### config.mk
export PLATFORM = sky130hd
export DESIGN_NAME = bms_mode_sequencer
export DESIGN_NICKNAME = d
export VERILOG_FILES = /design/src/core/bms_pkg.sv /design/src/core/bms_dem_if.sv /design/src/core/bms_dem_tracker.sv /design/src/core/bms_mode_sequencer.sv
export SDC_FILE = /design/constraint.sdc
export NUM_CORES = 1
export LEC_CHECK = 0
export BUFFER_PORTS_ARGS = -buffer_cell sky130_fd_sc_hd__buf_2
export CAP_MARGIN = 20
export CORE_UTILIZATION = 42
export DETAILED_ROUTE_END_ITERATION = 10
export HOLD_SLACK_MARGIN = 0.06
export PLACE_DENSITY = 0.66
export SYNTH_ARGS = -nofsm -noshare
export SYNTH_HDL_FRONTEND = slang
export SYNTH_SLANG_ARGS = --single-unit
### constraint.sdc
create_clock -name mclk -period 7.5 [get_ports mclk]
set_clock_uncertainty 0.1 [all_clocks]
set_input_delay 0.75 -clock mclk [delete_from_list [all_inputs] [get_ports mclk]]
set_output_delay 0.75 -clock mclk [all_outputs]
set_load 0.02 [all_outputs]
### src/core/bms_pkg.sv
// Constants, types and decode helpers of the buck mode sequencer
package bms_pkg;

    // ----------------------------------------
    // Timing
    // ----------------------------------------
    localparam int unsigned CLK_FREQ_MHZ     = 50;
    localparam int unsigned START_DELAY_US   = 100;
    // Whole microseconds times MHz is already an integer count
    localparam int unsigned START_DELAY_CYC  = START_DELAY_US * CLK_FREQ_MHZ;
    localparam logic [2:0]  PG_PULSES        = 3'h6;
    localparam logic [3:0]  DEM_ENTRY_PULSES = 4'h8;
    localparam logic [1:0]  PHASE_SAMPLE_CYC = 2'h2;

    // ----------------------------------------
    // Set-point in units of 10 uV
    // ----------------------------------------
    localparam logic [16:0] VSET_TOP      = 17'h1F6EE;
    localparam logic [16:0] VSET_STEP     = 17'h00A0F;
    localparam logic [16:0] VSET_FLOOR    = 17'h0A0F0;
    localparam logic [4:0]  VCODE_FLOOR   = 5'h1F;
    localparam int unsigned VCODE_SUSPEND = 4;

    // ----------------------------------------
    // Register map
    // ----------------------------------------
    localparam logic [11:0] ADDR_CTRL     = 12'h000;
    localparam logic [11:0] ADDR_STATUS   = 12'h004;
    localparam logic [11:0] ADDR_SETPOINT = 12'h008;
    localparam logic [1:0]  CTRL_RESET    = 2'h1;
    localparam int unsigned CTRL_EN       = 0;
    localparam int unsigned CTRL_NODEM    = 1;
    localparam int unsigned STAT_STATE    = 0;
    localparam int unsigned STAT_SUPPLY   = 3;
    localparam int unsigned STAT_DEM      = 4;
    localparam int unsigned STAT_POWER_GOOD_OUTPUT    = 5;
    localparam int unsigned STAT_BOOST    = 6;
    localparam int unsigned STAT_AUDIO    = 7;
    localparam int unsigned STAT_W        = 8;

    // ----------------------------------------
    // Synchronised pin vector layout
    // ----------------------------------------
    localparam int unsigned PIN_EN    = 0;
    localparam int unsigned PIN_FDE   = 1;
    localparam int unsigned PIN_AF    = 2;
    localparam int unsigned PIN_PORR  = 3;
    localparam int unsigned PIN_PORF  = 4;
    localparam int unsigned PIN_PWM   = 5;
    localparam int unsigned PIN_PHASE = 6;
    localparam int unsigned PIN_INWIN = 7;
    localparam int unsigned PIN_SOV   = 8;
    localparam int unsigned PIN_SOVLO = 9;
    localparam int unsigned PIN_VC    = 10;
    localparam int unsigned PIN_W     = 15;

    typedef enum logic [2:0] {
        ST_OFF    = 3'b000,
        ST_DELAY  = 3'b001,
        ST_RAMP   = 3'b010,
        ST_PGWAIT = 3'b011,
        ST_RUN    = 3'b100,
        ST_FAULT  = 3'b101
    } bms_state_e;

    // Lowest code is full scale, top code jumps to the floor value
    function automatic logic [16:0] bms_setpoint(input logic [4:0] code);
        logic [21:0] drop;
        drop = 22'(code) * 22'(VSET_STEP);
        if (code == VCODE_FLOOR)
            return VSET_FLOOR;
        return VSET_TOP - drop[16:0];
    endfunction : bms_setpoint

endpackage : bms_pkg

### src/core/bms_dem_if.sv
// Link between the sequencer and the diode emulation tracker
interface bms_dem_if;
    logic allowed;
    logic sample;
    logic phasePos;
    logic active;

    modport seq (
        output allowed,
        output sample,
        output phasePos,
        input  active
    );

    modport tracker (
        input  allowed,
        input  sample,
        input  phasePos,
        output active
    );
endinterface : bms_dem_if

### src/core/bms_dem_tracker.sv
// Diode emulation entry and exit tracker
module bms_dem_tracker
    import bms_pkg::*;
(
    // Clock and reset
    input wire logic mclk,
    input wire logic srst,
    // Sequencer side
    bms_dem_if.tracker dem
);

    typedef struct packed {
        logic [3:0] posCount;
        logic       active;
    } bms_dem_s;

    bms_dem_s q;
    bms_dem_s d;

    always_comb
    begin
        d = q;
        if (!dem.allowed)
        begin
            d.posCount = 4'h0;
            d.active   = 1'b0;
        end
        else if (dem.sample)
        begin
            if (dem.phasePos)
            begin
                if (!q.active && q.posCount == DEM_ENTRY_PULSES - 4'h1)
                begin
                    d.active   = 1'b1;
                    d.posCount = 4'h0;
                end
                else if (!q.active)
                    d.posCount = q.posCount + 4'h1;
            end
            else
            begin
                d.posCount = 4'h0;
                d.active   = 1'b0;
            end
        end
    end

    always_ff @(posedge mclk)
    begin
        if (srst)
            q <= '0;
        else
            q <= d;
    end

    assign dem.active = q.active;

endmodule : bms_dem_tracker

### src/core/bms_mode_sequencer.sv
// Buck regulator start-up, mode and protection sequencer with APB registers
module bms_mode_sequencer
    import bms_pkg::*;
#(
    parameter int unsigned START_DELAY_CYCLES = START_DELAY_CYC
)
(
    // Clock and reset
    input  wire logic        mclk,
    input  wire logic        srst,
    // APB slave
    input  wire logic        psel,
    input  wire logic        penable,
    input  wire logic        pwrite,
    input  wire logic [11:0] paddr,
    input  wire logic [31:0] pwdata,
    output logic      [31:0] prdata,
    output logic             pready,
    output logic             pslverr,
    // Supply comparators
    input  wire logic        supplyAboveRise,
    input  wire logic        supplyBelowFall,
    // System controller pins
    input  wire logic        converterEnablePin,
    input  wire logic [4:0]  voltageCodeInputs,
    input  wire logic        forcedDiodeEmulationSelect,
    input  wire logic        audioFilterEnable,
    // Modulator and analog sense
    input  wire logic        pwmRequest,
    input  wire logic        phaseNodePositive,
    input  wire logic        outputInWindow,
    input  wire logic        severeOvervoltage,
    input  wire logic        outputBelowRelease,
    // Power stage
    output logic             highSideGateDrive,
    output logic             lowSideGateDrive,
    // Open-drain power good
    output logic             powerGoodOut,
    output logic             powerGoodOe,
    // Analog control
    output logic             softStartRun,
    output logic [16:0]      setpointCode,
    output logic             windowBoost,
    output logic             audioFilterActive,
    output logic             diodeEmulationMode
);

    // ----------------------------------------
    // State
    // ----------------------------------------
    typedef struct packed {
        logic [PIN_W-1:0] pinMeta;
        logic [PIN_W-1:0] pinSync;
        logic             supplyOk;
        bms_state_e       state;
        logic [15:0]      delayCount;
        logic [2:0]       pgCount;
        logic             pwmPrev;
        logic             hsGate;
        logic             lsGate;
        logic [1:0]       lsAge;
        logic             lsBlock;
        logic             sovGate;
        logic             pgReleased;
        logic             softRun;
        logic [16:0]      setpoint;
        logic             boost;
        logic             audio;
        logic [1:0]       ctrl;
    } bms_seq_s;

    bms_seq_s q;
    bms_seq_s d;

    bms_dem_if dem ();

    logic [PIN_W-1:0] pinRaw;
    logic             pinEn;
    logic             pinPwm;
    logic             pinPhase;
    logic [4:0]       pinCode;
    logic             enabled;
    logic             hsRise;
    logic             suspendCode;
    logic             demAllowed;
    logic             forceCcm;
    logic             accessPhase;
    logic             mapped;
    logic [STAT_W-1:0] status;

    assign pinRaw = {voltageCodeInputs, outputBelowRelease, severeOvervoltage,
                     outputInWindow, phaseNodePositive, pwmRequest,
                     supplyBelowFall, supplyAboveRise, audioFilterEnable,
                     forcedDiodeEmulationSelect, converterEnablePin};

    // ----------------------------------------
    // Decoded conditions
    // ----------------------------------------
    assign pinEn    = q.pinSync[PIN_EN];
    assign pinPwm   = q.pinSync[PIN_PWM];
    assign pinPhase = q.pinSync[PIN_PHASE];
    assign pinCode  = q.pinSync[PIN_VC +: 5];

    assign enabled  = q.supplyOk && pinEn && q.ctrl[CTRL_EN];

    assign hsRise   = pinPwm && !q.pwmPrev;

    assign suspendCode = pinCode[VCODE_SUSPEND];

    assign forceCcm = (q.state != ST_RUN) || q.ctrl[CTRL_NODEM];

    assign demAllowed = !forceCcm
                        && (suspendCode || q.pinSync[PIN_FDE]);

    assign dem.allowed  = demAllowed;
    // Synchroniser lag: sampling earlier would see the node from before turn-on
    assign dem.sample   = q.lsGate && (q.lsAge == PHASE_SAMPLE_CYC);
    assign dem.phasePos = pinPhase;

    bms_dem_tracker u_tracker (
        .mclk (mclk),
        .srst (srst),
        .dem  (dem)
    );

    // ----------------------------------------
    // Next state
    // ----------------------------------------
    always_comb
    begin
        d         = q;
        d.pinMeta = pinRaw;
        d.pinSync = q.pinMeta;
        d.pwmPrev = pinPwm;

        if (q.pinSync[PIN_PORR])
            d.supplyOk = 1'b1;
        else if (q.pinSync[PIN_PORF])
            d.supplyOk = 1'b0;

        d.setpoint = bms_setpoint(pinCode);

        case (q.state)
            ST_OFF:
            begin
                d.delayCount = 16'h0;
                if (enabled)
                    d.state = ST_DELAY;
            end
            ST_DELAY:
            begin
                if (q.delayCount == 16'(START_DELAY_CYCLES - 1))
                    d.state = ST_RAMP;
                else
                    d.delayCount = q.delayCount + 16'h1;
            end
            ST_RAMP:
            begin
                d.pgCount = 3'h0;
                if (q.pinSync[PIN_INWIN])
                    d.state = ST_PGWAIT;
            end
            ST_PGWAIT:
            begin
                if (hsRise && q.pgCount == PG_PULSES - 3'h1)
                    d.state = ST_RUN;
                else if (hsRise)
                    d.pgCount = q.pgCount + 3'h1;
            end
            ST_RUN:
            begin
                d.pgCount = 3'h0;
            end
            ST_FAULT:
            begin
                d.delayCount = 16'h0;
            end
            default:
            begin
                d.state = ST_OFF;
            end
        endcase

        if (q.state != ST_FAULT && !enabled)
            d.state = ST_OFF;

        if (q.supplyOk && q.pinSync[PIN_SOV])
            d.state = ST_FAULT;

        // Only a supply drop leaves the severe fault
        if (!q.supplyOk)
            d.state = ST_OFF;

        // Clamp low side while over, free it once the output has sagged
        if (q.pinSync[PIN_SOV])
            d.sovGate = 1'b1;
        else if (q.pinSync[PIN_SOVLO] || q.state != ST_FAULT)
            d.sovGate = 1'b0;

        // ----------------------------------------
        // Gate drive
        // ----------------------------------------
        if (!q.lsGate)
            d.lsAge = 2'h0;
        else if (q.lsAge != PHASE_SAMPLE_CYC + 2'h1)
            d.lsAge = q.lsAge + 2'h1;

        if (hsRise || !dem.active)
            d.lsBlock = 1'b0;
        else if (dem.sample && pinPhase)
            d.lsBlock = 1'b1;

        if (q.state == ST_RAMP || q.state == ST_PGWAIT || q.state == ST_RUN)
        begin
            d.hsGate = pinPwm;
            d.lsGate = !pinPwm && !(dem.active && d.lsBlock);
        end
        else if (q.state == ST_FAULT)
        begin
            d.hsGate = 1'b0;
            d.lsGate = d.sovGate;
        end
        else
        begin
            d.hsGate = 1'b0;
            d.lsGate = 1'b0;
        end

        d.softRun = (q.state == ST_RAMP || q.state == ST_PGWAIT
                     || q.state == ST_RUN);

        d.pgReleased = (d.state == ST_RUN);

        d.audio = q.pinSync[PIN_AF];

        d.boost = dem.active && !q.pinSync[PIN_AF];

        // ----------------------------------------
        // Register writes
        // ----------------------------------------
        if (accessPhase && pwrite && paddr == ADDR_CTRL)
            d.ctrl = pwdata[1:0];
    end

    always_ff @(posedge mclk)
    begin
        if (srst)
        begin
            q       <= '0;
            q.state <= ST_OFF;
            q.ctrl  <= CTRL_RESET;
        end
        else
            q <= d;
    end

    // ----------------------------------------
    // APB slave
    // ----------------------------------------
    // Zero wait states keep software polling cheap; reads are fixed muxes
    assign accessPhase = psel && penable;
    assign mapped      = (paddr == ADDR_CTRL) || (paddr == ADDR_STATUS)
                         || (paddr == ADDR_SETPOINT);
    assign pready      = 1'b1;
    assign pslverr     = accessPhase && !mapped;

    always_comb
    begin
        status                = '0;
        status[STAT_STATE +: 3] = q.state;
        status[STAT_SUPPLY]   = q.supplyOk;
        status[STAT_DEM]      = dem.active;
        status[STAT_POWER_GOOD_OUTPUT]    = q.pgReleased;
        status[STAT_BOOST]    = q.boost;
        status[STAT_AUDIO]    = q.audio;
        prdata                = 32'h0;
        if (accessPhase && !pwrite)
        begin
            case (paddr)
                ADDR_CTRL:     prdata = {30'h0, q.ctrl};
                ADDR_STATUS:   prdata = {24'h0, status};
                ADDR_SETPOINT: prdata = {15'h0, q.setpoint};
                default:       prdata = 32'h0;
            endcase
        end
    end

    // ----------------------------------------
    // Outputs
    // ----------------------------------------
    assign highSideGateDrive  = q.hsGate;
    assign lowSideGateDrive   = q.lsGate;
    assign powerGoodOut       = 1'b0;
    assign powerGoodOe        = !q.pgReleased;
    assign softStartRun       = q.softRun;
    assign setpointCode       = q.setpoint;
    assign windowBoost        = q.boost;
    assign audioFilterActive  = q.audio;
    assign diodeEmulationMode = dem.active;

endmodule : bms_mode_sequencer

## Word level (Yosys, flattened, before mapping)

Index checks and enable logic that the tools add are counted.

| storage, ports and cells | value |
|---|---|
| bits in registers | 88 |
| input port bits | 64 |

| cells by class | value |
|---|---|
| add/sub/neg operators | 5 |
| multiply operators | 1 |
| eq/ne operators | 21 |
| multiplexer cells | 30 |
| bitwise operators | 2 |
| reduce and logical (&&, ||, !) cells | 50 |

Operators with widths:

| kind | number |
|---|---|
| $mux 17 | 3 |
| $pmux 17 s3 | 1 |
| $pmux 16 s2 | 1 |
| $mux 3 | 9 |
| $logic_and 1x1->1 | 18 |
| $mul 5x12->17 const B | 1 |
| $sub 17x17->17 const A | 1 |
| $add 16x1->16 const B | 1 |
| $eq 16x13->1 const B | 1 |
| $mux 16 | 1 |
| $pmux 3 s5 | 1 |
| $eq 12x3->1 const B | 1 |
| $eq 12x4->1 const B | 1 |
| $eq 3x3->1 const B | 4 |
| $logic_not 12->1 | 1 |
| $logic_not 1->1 | 10 |
| $reduce_or 2->1 | 5 |
| $mux 1 | 9 |
| $ne 3x3->1 const B | 3 |
| $logic_or 1x1->1 | 8 |
| $mux 4 | 2 |
| $ne 2x2->1 const B | 4 |
| $eq 3x2->1 const B | 2 |
| $pmux 3 s2 | 1 |
| other kinds (15) | 20 |

## Depth between registers and ports, before layout

Gate-level depths: netlist of the first run.

| logic depth | value |
|---|---|
| word-level depth | 9 |
| depth in mapped cells | 15 |
| mapped depth without buffers | 15 |

## Hierarchy

A second synthesis of the first run with hierarchy kept.

| second synthesis, totals | value |
|---|---|
| cell total of the unflattened synthesis | 549 |
| area total of the unflattened synthesis | 4814.6 sq um |

By module, submodules not included:

| module | times used | cells each | area each (sq um) |
|---|---|---|---|
| bms_mode_sequencer | 1 | 518 | 4548.1 |
| bms_dem_tracker | 1 | 31 | 266.5 |

## Worst setup path before layout of the first run

No wires, ideal clock.

| timing | value |
|---|---|
| kind | reg-to-reg |
| start point | reg q, in the netlist pinCode[3] |
| end point | reg q, in the netlist setpointCode[16] |
| library setup time | 0.120 ns |
| arrival time | 3.271 ns |
| required time | 7.280 ns |
| path slack | 4.009 ns |
| cell stages (with the launch flop) | 15 |
| buffers on the path | 0 |
| period minus slack after synthesis | 3.491 ns |
| path through | dfxtp_1 > inv_1 > ha_1 > inv_1 > fa_1 > inv_1 > fa_1 > inv_1 > ha_1 > nor2b_1 > o21a_1 > o2111ai_1 > a31oi_1 > a211oi_1 > nor2_1 |

| on the way | value |
|---|---|
| word-level cells in the longest chain between the ends | 3 |

Ends and longest elaborated chain:

| element | RTL line | source |
|---|---|---|
| from (decl) | bms_mode_sequencer.sv:72 | `bms_seq_s q;` |
| $mul 5x12->17 or $eq 5x5->1 (tied branches) | bms_pkg.sv:69, bms_pkg.sv:70 |  |
| $sub 17x17->17 or $mux 1 (tied branches) | bms_pkg.sv:72, bms_pkg.sv:70 |  |
| $mux 17 (*) | bms_pkg.sv:72 | `return VSET_TOP - drop[16:0];` |

Mark *: on every way between the ends. The rest lies on a longest branch, timed or not.
A chain may end at the register's enable or synchronous reset.

## Worst setup path after layout of the first run

| timing | value |
|---|---|
| start point | reg q, in the netlist pinCode[4] |
| end point | reg q, in the netlist setpointCode[16] |

Same word-level chain as after synthesis.

==> results of run 1 <==
==> synthesized netlist by cell type (all sizes together), types with 3 or more instances <==
cell type  instances
nor3              12
a211oi             3
o21ai              6
a22oi              8
a31oi              3
nand2b            10
nand2             13
a21oi             26
buf               36
dfxtp             88
or2                4
a21o               3
nand3             11
nor4               5
and2              14
inv               44
nand4              3
xor2               9
mux2i              4
fa                 6
nor4b              6
xnor2             21
clkbuf            12
nor2              63
ha                38
nor2b             42
nor3b              5
and3               5
==> path summary, 6_finish.rpt <==
path | slack [ns] | end
worst max-delay path | 3.52 | setpointCode[16]
worst min-delay path | 0.31 | windowBoost
worst max register to register | 3.52 | setpointCode[16]
worst min register to register | 0.31 | windowBoost
==> state kept, by name, indices dropped and copies added, names as in the netlist <==
register / cells
audioFilterActive: 1
d: 17
dem.phasePos: 1
highSideGateDrive: 1
lowSideGateDrive: 1
pinCode: 5
pinEn: 1
q: 37
setpointCode: 17
softStartRun: 1
u_tracker.dem.active: 1
u_tracker.q: 4
windowBoost: 1
==> critical path: stages (launching register included) <==
cell and delay (ns):
sky130_fd_sc_hd__dfxtp_1 0.54, sky130_fd_sc_hd__inv_1 0.17, sky130_fd_sc_hd__ha_1 0.31, sky130_fd_sc_hd__inv_1 0.05, sky130_fd_sc_hd__fa_1 0.55, sky130_fd_sc_hd__inv_1 0.06
sky130_fd_sc_hd__fa_1 0.53, sky130_fd_sc_hd__inv_1 0.04, sky130_fd_sc_hd__ha_1 0.33, sky130_fd_sc_hd__nor2b_1 0.15, sky130_fd_sc_hd__o21a_1 0.18, sky130_fd_sc_hd__o2111ai_1 0.35
sky130_fd_sc_hd__a31oi_1 0.21, sky130_fd_sc_hd__a211oi_1 0.26, sky130_fd_sc_hd__nor2_1 0.07
==> metal layers <==
metal  vias to the layer above  global-route usage  share of wire
li1                       1818                   -              -
met1                      1621               0.213           0.49
met2                       123               0.259           0.43
met3                        12              0.0283          0.055
met4                         0              0.0616          0.016
met5                         -                   0              0
==> final cells by class <==
cell class | count | area share
Inverter | 44 | 0.0316
Timing Repair Buffer | 76 | 0.0734
Tap cell | 140 | 0.0336
Clock inverter | 6 | 0.00959
Sequential cell | 88 | 0.338
Clock buffer | 10 | 0.0264
Multi-Input combinational cell | 364 | 0.488
==> report_power, final <==
part	switching, mW	internal, mW	total [mW]
Clock	0.179	0.135	0.313
Combinational	0.0921	0.0645	0.157
Sequential	0.0143	0.489	0.503
==> kinds of logic (layout without fill, tap and decap cells) <==
family | Yosys count | in the layout | share of synthesized area
simple gates | 201 | 201 | 0.241
mux | 4 | 4 | 0.00846
buf+inv | 92 | 136 | 0.102
fa+ha+maj | 44 | 44 | 0.126
other cells | 2 | 17 | 0.00159
xor+xnor | 30 | 30 | 0.0555
compound gates | 68 | 68 | 0.0941
flops | 88 | 88 | 0.372
==> results.txt, run 1 <==
* Synth Area per Inst: roughly 9 um2
- For this block, the via count after detailed routing is 3,574.
- Minimum period implied by the final worst setup slack: roughly 4.0 ns
- For this run, design rule violations remaining after detail routing come to 0.
* Final design utilization: 0.479
- In this run the standard cell core region covers between 0.01 and 0.015 mm2.
- Actual transition at the worst max-transition pin: around 0.61 ns
- Die span in x: around 110 um
- Final clock period utilization by the worst path: 0.530
- The number of pins with negative max-slew slack in the final report was 0.
- The number of global-route vias before repair is about 3,200.
- Cts bufs inserted: 9
* # diodes: 0
- In this run the count of I/O pins placed on the die edge is between 100 and 150.
- In the global route stage, overall resource usage came out at 0.161.
* FF-to-FF path depth: 14
* Max-cap violations: 0
- Once detail routing completed, the nets flagged for antenna violations numbered 0.
- Type of element capturing the critical path: register
* Path type of the worst min-delay path: register to register
* Maximum fanout encountered on the critical timing path: 9
- The tightest hold path in the finished design has a slack of between 0.3 and 0.4 ns.
- Async set or reset register ratio after synthesis: 0
- The startpoint identified for the worst register-to-register timing path is pinCode[4].
* Detailed placer's ending HPWL: 6990 um
- In this run, post-CTS repair resized a total of 0 instances.
* Startpoint of the worst setup timing path: pinCode[4]
* Setup repair after global routing missed its margin: false
- Setup TNS: 0 ns
* Kind of critical path: register to register
* Pre-CTS WS: around 3.5 ns
* #FFs+latches synth: just under 90
- Distinct cell type count of the synthesized netlist: 59
- Power spread over the standard cell area amounts to ~190 mW/mm2.
- IR analysis of the VDD net gives a maximum drop of 0.0851 mV.
- With fillers left out, the area of the finished cells amounts to approximately 0.0052 mm2.
- For this configuration, the core starts out at a cell density of 0.435.
* Leading cell types by total area after synthesis: sky130_fd_sc_hd__dfxtp_1 37%, sky130_fd_sc_hd__ha_1 10%, sky130_fd_sc_hd__nor2b_1 5.4%
* Insertion delay to the later sink of the worst-skew pair: approximately 0.36 ns
- Clock edge transition at the registers on the reported setup and hold paths: about 0.090 ns
- The sequential cells in the finished layout cover a total of around 0.0018 mm2.
- Entering global routing, the biggest net connects between 50 and 60 pins.
- Achievable Freq: ~0.25 GHz
* Antenna violations before repair: 0
- In this run the tightest slew margin relative to its limit is 0.595.
- For this run, the register share of the synthesized area comes to 0.372.
- Setup violations remaining at the end of the flow were counted as 0.
- The flow ran to the end, and the final reports show no timing, DRC or antenna violations.
* Critical Path Start Type: register
* Number of cells in the design after placement: 712
* Wire length of the first global-routing pass: between 10,000 and 15,000 um
- Final Worst Setup Slack: 3.52 ns
* Nets: roughly 700
- The library cell used most frequently in the layout, excluding fill and tap cells, is sky130_fd_sc_hd__dfxtp_1.
* Root Buffer Master: sky130_fd_sc_hd__clkbuf_8
* Design Power: between 0.9 and 1 mW
- The filler cells instantiated in the layout total between 1,000 and 1,500.
- The total overflow left after global routing is 0.
* Most used cells in the layout excluding fill and tap cells: 88 x sky130_fd_sc_hd__dfxtp_1, 75 x sky130_fd_sc_hd__buf_2, 63 x sky130_fd_sc_hd__nor2_1, 44 x sky130_fd_sc_hd__inv_1, 41 x sky130_fd_sc_hd__nor2b_1
* Total count of hold-check failures in the final report: 0
- Number of sinks driven by the clock tree: slightly below 90
- Yosys printed 0 warnings.
* P_leak: around 2.3 nW
- For this block, the initial DRC count from the detailed router was around 130.
* CTS tree: built
- Summed over all instances, the cell type with the most area after synthesis is sky130_fd_sc_hd__dfxtp_1.
* Data arrival, critical path: 4.12 ns
- The H-tree was split into 3 levels.
- Required time of the worst setup path: approximately 7.7 ns
* Area of the die: approximately 0.012 mm2
- The final layout contains routed wiring with a total length of between 9000 and 10,000 um.
* Number of cells traversed by the worst hold path: 1
* Placement-stage cell area: approximately 0.0050 mm2
- In this run the cell area of the synthesized design comes to roughly 0.0047 mm2.
* Share of the synthesized area in the top cell type: 0.372
- In the final layout, the multi-input gates occupy 0.00255 mm2.
- The synthesized design contains 0 enable-type register cells.
* Proportion of layout cells with a drive suffix above 1: 0.173
- After detailed routing, the average wire length per cell comes to roughly 13 um.
- Routability congestion estimate from global placement: approximately 0.84
* Main synth FF type: sky130_fd_sc_hd__dfxtp_1
- In the routed layout, each cell is associated on average with a via count of 4.91.
* Longest Clk Path Bufs: 2
* IO Port Bufs: 75
- Final instance count without filler cells: around 730
- Growth of design area from synthesis to finish: 10.3%
- Hold repair after CTS inserted 0 buffers.
* Die Height: roughly 110 um
* First drt pass iteration count: 4
- Row count: 38
* Synthesized instance count: around 530
* Hold_sp: d[2]
- Post-CTS Repair Setup Buffers: 0
Power figures use the tool's default switching activity.
==> run 2: changes to the inputs <==
==> constraint.sdc (replaced) <==
create_clock -name mclk -period 4.05 [get_ports mclk]
set_clock_uncertainty 0.1 [all_clocks]
set_input_delay 0.405 -clock mclk [delete_from_list [all_inputs] [get_ports mclk]]
set_output_delay 0.405 -clock mclk [all_outputs]
set_load 0.02 [all_outputs]
==> run 2 against run 1 <==
- sequential share of layout area fell by 0.23 points
- flip-flop and latch count did not move
- combinational power rose by 86%
- global-route usage barely moved
- first-iteration DRC count fell by 10%
- via count fell by 3.0%
- fmax rose by 8.6%
- critical path type unchanged
- highest routed layer unchanged
==> results.txt, run 2 (same netlist as run 1, synthesis figures left out) <==
* Longest Clk Path Bufs: 2
* Kind of critical path: register to register
- Die span in x: ~110 um
* Area of the die: roughly 0.012 mm2
- Endpoints failing setup: 0
* Routability congestion estimate from global placement: ~0.86
- Cts bufs inserted: 9
* Met3 layer usage reported by global route: 0.0289
* Required time of the worst setup path: between 4 and 5 ns
- Antenna violations before repair: 0
- The path class of the tightest hold or removal check is input pin to register.
- For this run, the post-layout net count is 695.
- The tool flagged a number of max-cap violations equal to 0.
- For this run, global-route usage on met2 was measured as 0.262.
* Top-Level Pins: 123
- The run finished with clean final reports.
* Worst slew margin relative to its limit: 0.583
- Detailed placer's ending HPWL: slightly above 7000 um
* Proportion of layout cells with a drive suffix above 1: 0.176
* Starting Density: 0.435
- At the later pin of the worst-skew pair, clock insertion delay measures between 0.3 and 0.4 ns.
* Total count of hold-check failures in the final report: 0
- Count of pins over their slew limit: 0
* Worst hold path endpoint: d[56]
- The register with the most flip-flops in the layout has 37 of them.
- The floorplan has 38 rows.
- Power Dens Cells: between 300 and 400 mW/mm2
- Counting tap cells, the placed design contains a total of 716 instances.
* IO Port Bufs: 75
* P_leak: roughly 2.3 nW
- Root Buffer Master: sky130_fd_sc_hd__clkbuf_8
- Counting cells, the worst reg-to-reg path comes to 13.
* Maximum fanout encountered on the critical timing path: 8
- For the finished layout, the period the worst path requires is between 3 and 4 ns.
- In the final layout, flip-flops and latches occupy 0.00176 mm2.
- Vias after detailed routing: between 3,000 and 4,000
- In this run the most critical hold path is launched from supplyAboveRise.
- Actual transition at the worst max-transition pin: between 0.6 and 0.7 ns
- met2 is the most crowded layer.
- First-iteration detailed-routing DRC count: ~110
- Data on the critical path arrives at its endpoint at 3.79 ns.
- RR Endpoint: setpointCode[16]
* DRC errors left: 0
* Most common cell after layout, fill and taps aside: sky130_fd_sc_hd__dfxtp_1
- Setup repair after global routing left no endpoint under its margin.
- The worst setup path is captured at a register.
- Final instance count without filler cells: 730
- The multi-input combinational cells in the finished layout cover a total of 0.00255 mm2.
- 0 antenna diodes ended up in the layout.
- Die Height: 108 um
- Fill cells in the final layout number 1,026.
* Count of cells resized by post-cts repair: 0
- The top cell types in the final layout, fill and taps aside, are 88 x sky130_fd_sc_hd__dfxtp_1, 75 x sky130_fd_sc_hd__buf_2, 63 x sky130_fd_sc_hd__nor2_1, 44 x sky130_fd_sc_hd__inv_1, 41 x sky130_fd_sc_hd__nor2b_1.
- Dividing the detail-routed via count by the number of cells gives around 4.7.
* Gr usage total: 0.161
* Growth of design area from synthesis to finish: 11.0%
- Number of sinks driven by the clock tree: 88
* Maximum number of pins on one net before global-route repair: 33
* Post-CTS Hold Buffers: 0
- Summed over all failing endpoints, the final setup total negative slack is 0 ns.
- In the finished design, the share of the clock period the worst path needs comes to 0.904.
- Achievable Freq: ~0.27 GHz
- TritonCTS built the clock tree.
* Clock edge transition at the registers on the reported setup and hold paths: around 0.08 ns
- Met1 demand-to-capacity share in global routing: 0.217
- Final Routed Wirelength: around 9000 um
* Core box area: about 0.011 mm2
- Post-CTS Repair Setup Buffers: 0
* Reg2reg start: pinCode[2]
- First drt pass iteration count: 4
- Across the VDD grid, the largest voltage drop is about 0.17 mV.
- After global routing the overflow that remains totals 0.
- Number of cells traversed by the worst hold path: 2
- The number of global-route vias before repair was roughly 3,200.
- In this run the number of H-tree levels came out at 3.
* WL/cell: between 10 and 15 um
- The worst setup path is launched from a register.
* Number of antenna-violating nets in the routed design: 0
- q holds more flip-flops than any other register.
* Flop-to-flop setup slack: about 0.39 ns
* Wire length of the first global-routing pass: around 15,000 um
## run 2: cell count changes in the layout (fill, tap and decap cells not counted)
cell | previous run | this run
sky130_fd_sc_hd__buf_4 | 1 | 5
sky130_fd_sc_hd__inv_6 | 3 | 0
sky130_fd_sc_hd__bufinv_16 | 0 | 1
sky130_fd_sc_hd__clkbuf_8 | 10 | 11
sky130_fd_sc_hd__inv_8 | 1 | 0
## run 2: critical path, cell delays in order (launching register included)
cell	delay, ns
sky130_fd_sc_hd__dfxtp_1	0.55
sky130_fd_sc_hd__ha_1	0.21
sky130_fd_sc_hd__inv_1	0.05
sky130_fd_sc_hd__fa_1	0.50
sky130_fd_sc_hd__inv_1	0.05
sky130_fd_sc_hd__fa_1	0.52
sky130_fd_sc_hd__inv_1	0.04
sky130_fd_sc_hd__ha_1	0.33
sky130_fd_sc_hd__nor2b_1	0.15
sky130_fd_sc_hd__o21a_1	0.18
sky130_fd_sc_hd__o2111ai_1	0.35
sky130_fd_sc_hd__a31oi_1	0.19
sky130_fd_sc_hd__a211oi_1	0.26
sky130_fd_sc_hd__nor2_1	0.07
## run 2: through the flow
stage	area [um2]	util	hold WS (ns)	worst slack, ns	total power [mW]
finish	5260	0.483	0.171	0.389	1.81
global route	5260	0.483	0.162	0.161	1.91
CTS	5260	0.483	0.156	0.429	1.84
detailed placement	5060	0.465	0.303	0.436	1.24
global placement	5060	0.465	0.296	0.437	1.24
floorplan	4790	-	0.285	0.559	1.20
## run 2: worst max path at each step
| stage | startpoint | end | slack, ns | depth (start not counted) |
|---|---|---|---|---|
| finish | pinCode[2] | setpointCode[16] | 0.39 | 13 |
| global route | pinCode[2] | setpointCode[16] | 0.16 | 13 |
| CTS | pinCode[4] | setpointCode[16] | 0.43 | 14 |
| detailed placement | pinCode[2] | setpointCode[16] | 0.44 | 13 |
| global placement | pinCode[2] | setpointCode[16] | 0.44 | 13 |
| floorplan | pinCode[3] | setpointCode[16] | 0.56 | 14 |
## run 2: layout make-up
class                           count  share of cell area
Sequential cell                    88               0.335
Clock buffer                       11              0.0288
Timing Repair Buffer               80              0.0786
Multi-Input combinational cell    364               0.485
Inverter                           44              0.0314
Clock inverter                      3             0.00810
Tap cell                          140              0.0333
## run 2: routing by layer
metal | wire length [um] | part of all wire | up-vias
li1 | - | - | 1822
met3 | 479 | 0.053 | 8
met2 | 3900 | 0.44 | 99
met1 | 4480 | 0.50 | 1538
met4 | 103 | 0.011 | 0
met5 | 0 | 0 | -
## run 2: power by group
group | leakage (nW) | internal [mW] | switching (mW) | total [mW]
combinational | 1.46 | 0.121 | 0.172 | 0.292
clock | 0.0973 | 0.311 | 0.281 | 0.592
sequential | 0.721 | 0.905 | 0.0244 | 0.930
==> run 3: changes to the inputs <==
--- a/config.mk
+++ b/config.mk
@@ -7,10 +7,12 @@
 export LEC_CHECK = 0
 export BUFFER_PORTS_ARGS = -buffer_cell sky130_fd_sc_hd__buf_2
 export CAP_MARGIN = 20
+export CORE_ASPECT_RATIO = 1.75
 export CORE_UTILIZATION = 42
 export DETAILED_ROUTE_END_ITERATION = 10
 export HOLD_SLACK_MARGIN = 0.06
 export PLACE_DENSITY = 0.66
+export SKIP_LAST_GASP = 1
 export SYNTH_ARGS = -nofsm -noshare
 export SYNTH_HDL_FRONTEND = slang
 export SYNTH_SLANG_ARGS = --single-unit
==> run 3 against run 2 <==
- wire length rose by 10%
- hold slack better by 0.0035 ns
- setup slack got worse by 0.029 ns
- total power increased by 16%
- utilization grew 1.3 points
- global-route usage up 2.0 points
- critical endpoint unchanged
- largest cell class unchanged
==> results.txt, run 3 (same netlist as run 1, synthesis figures left out) <==
- Count of cells resized by post-cts repair: 0
- Once detailed placement completed, the half-perimeter wirelength came to roughly 8000 um.
* DRC errors left: 0
- Proportion of layout cells with a drive suffix above 1: 0.178
- Wire length of the first global-routing pass: ~16,000 um
- Routability congestion estimate from global placement: ~0.83
- For this run the aggregate overflow at the end of global routing stands at 0.
- P_leak: ~2.3 nW
- RR Endpoint: setpointCode[16]
* FF-to-FF path depth: 13
* Most numerous cell on the critical path: sky130_fd_sc_hd__inv_1
* Longest individual stage delay on the worst path: 0.53 ns
* WL/cell: between 10 and 15 um
* Flip-flop count of the largest register, all copies and words added: 37
- Final Routed Wirelength: around 9900 um
* Most used cells in the layout excluding fill and tap cells: 88 x sky130_fd_sc_hd__dfxtp_1, 75 x sky130_fd_sc_hd__buf_2, 63 x sky130_fd_sc_hd__nor2_1, 44 x sky130_fd_sc_hd__inv_1, 41 x sky130_fd_sc_hd__nor2b_1
- Entering global routing, the biggest net connects 56 pins.
* Insertion delay to the later sink of the worst-skew pair: 0.34 ns
* Reg2reg start: pinCode[2]
- Counting both buffers and inverters, the worst setup path holds a total of 3.
- The routed design could run at a clock period as short as around 3.7 ns.
- Of the total power, the clock network draws 0.417.
- First-iteration detailed-routing DRC count: 111
* Path type of the worst min-delay path: input pin to register
* Post-CTS Repair Setup Buffers: 0
- Proportion of power drawn by flip-flops and latches: 0.442
- Design Power: around 2.1 mW
- From left edge to right edge, the die measures about 82 um.
* Worst path cell trace: ha_1 -> inv_1 -> fa_1 -> inv_1 -> fa_1 -> inv_1 -> ha_1 -> nor2b_1 -> o21a_1 -> o2111ai_1 -> a31oi_1 -> a211oi_1 -> nor2_1
* Actual transition at the worst max-transition pin: between 0.9 and 1 ns
* CP top delay family: adder cells
- The initial utilization of the core area, before any placement, comes to 0.437.
- In this run the tightest slew margin relative to its limit is 0.388.
- Critical Path Start Type: register
- Endpoints failing setup: 0
* Data arrival, critical path: about 3.8 ns
- Across the run, the number of max-cap violations was 0.
* First drt pass iteration count: 4
* Maximum fanout encountered on the critical timing path: 8
* Int Power: 1.56 mW
* Flop-to-flop setup slack: between 0.3 and 0.4 ns
- The number of pins with negative max-slew slack in the final report came to 0.
* Power Dens Cells: roughly 390 mW/mm2
- Buffers inserted to repair hold after CTS numbered 0.
- In the final timing run, aggregate negative setup slack is 0 ns.
- TritonCTS built the clock tree.
- For this run, the total global-route usage over all layers was measured as 0.181.
- Growth of design area from synthesis to finish: 13.4%
- For this design, the slowest cell found on the critical path is sky130_fd_sc_hd__dfxtp_1.
* Final clock period utilization by the worst path: 0.911
* Row count: 50
* Number of cells traversed by the worst hold path: 2
- Top register by number of flip-flops: q
- IO Port Bufs: 75
- Derived from the worst setup path, the maximum achievable clock frequency is 0.271 GHz.
- Post-route standard cell area excluding fillers: 0.00537 mm2
- The run finished with clean final reports.
- The repair_antennas step left the layout with diodes totalling 0.
* Number of antenna-violating nets in the routed design: 0
- The total count of hold-check failures in the final report came to 0.
* CTS H-tree lvls: 3
- Net Switching: around 0.54 mW
* Clock edge transition at the registers on the reported setup and hold paths: roughly 0.06 ns
- Vias after detailed routing: 3,606
- The worst hold path terminates at d[63].
- In the routed layout, each cell is associated on average with a via count of 5.00.
- Die Height: 142 um
- Area of the die: between 0.01 and 0.015 mm2
- Setup repair after global routing left no endpoint under its margin.
* Core box area: ~0.011 mm2
- Of the total power, combinational logic draws 0.141.
- The worst-case IR drop observed on VDD is approximately 0.29 mV.
- Hold Slack: approximately 0.17 ns
- The library cell used most frequently in the layout, excluding fill and tap cells, is sky130_fd_sc_hd__dfxtp_1.
* Number of sinks driven by the clock tree: 88
- Cts bufs inserted: 9
- The initial antenna violation count is 0.
- The placed instances occupy a cell area of 0.00504 mm2.
- For the worst setup path, the data required time is between 4 and 5 ns.
- Sw Share: 0.256
* Type of element capturing the critical path: register
- The longest clock path from root to sink contains 2 buffers.
* Nets: approximately 700
- Kind of critical path: register to register
- Root Buffer Master: sky130_fd_sc_hd__clkbuf_16
- During I/O placement, the number of pins put on the boundary was between 100 and 150.
- Hold_sp: voltageCodeInputs[0]
- Number of global-route vias before repair: between 3,000 and 4,000
==> run 3: worst max-delay path by stage <==
stage | from | end | slack, ns | cells past startpoint
after floorplan | pinCode[3] | setpointCode[16] | 0.56 | 14
after global placement | pinCode[4] | setpointCode[16] | 0.41 | 14
after detailed placement | pinCode[2] | setpointCode[16] | 0.39 | 13
after CTS | pinCode[2] | setpointCode[16] | 0.37 | 13
after global routing | pinCode[2] | setpointCode[13] | 0.14 | 13
final | pinCode[2] | setpointCode[16] | 0.36 | 13
==> run 3: stage by stage <==
step / utilization / setup WS, ns / instances
2_1_floorplan: - / 0.559 / 544
3_3_place_gp: 0.466 / 0.408 / 705
3_5_place_dp: 0.466 / 0.395 / 705
4_1_cts: 0.496 / 0.374 / 721
5_1_grt: 0.496 / 0.137 / 721
6_report: 0.496 / 0.360 / 721
==> run 3: per-layer routing <==
layer | track usage | routed length, um
met1 | 0.181 | 3770
met2 | 0.337 | 5400
met3 | 0.0321 | 312
met4 | 0.0997 | 391
met5 | 0 | 0
==> run 3: layout make-up <==
type,instances,area [um2]
fill,1063,5460
multi-input combinational,364,2550
sequential,88,1760
timing repair buffer,79,405
clock buffer,12,267
inverter,44,165
tap,130,163
clock inverter,4,58.8
==> run 3: power groups by stage <==
stage	Clock, mW	Combinational, mW	Sequential, mW
floorplan	0	0.259	0.941
global placement	0	0.291	0.949
detailed placement	0	0.297	0.949
CTS	0.903	0.298	0.929
global route	0.932	0.331	0.933
finish	0.876	0.296	0.929
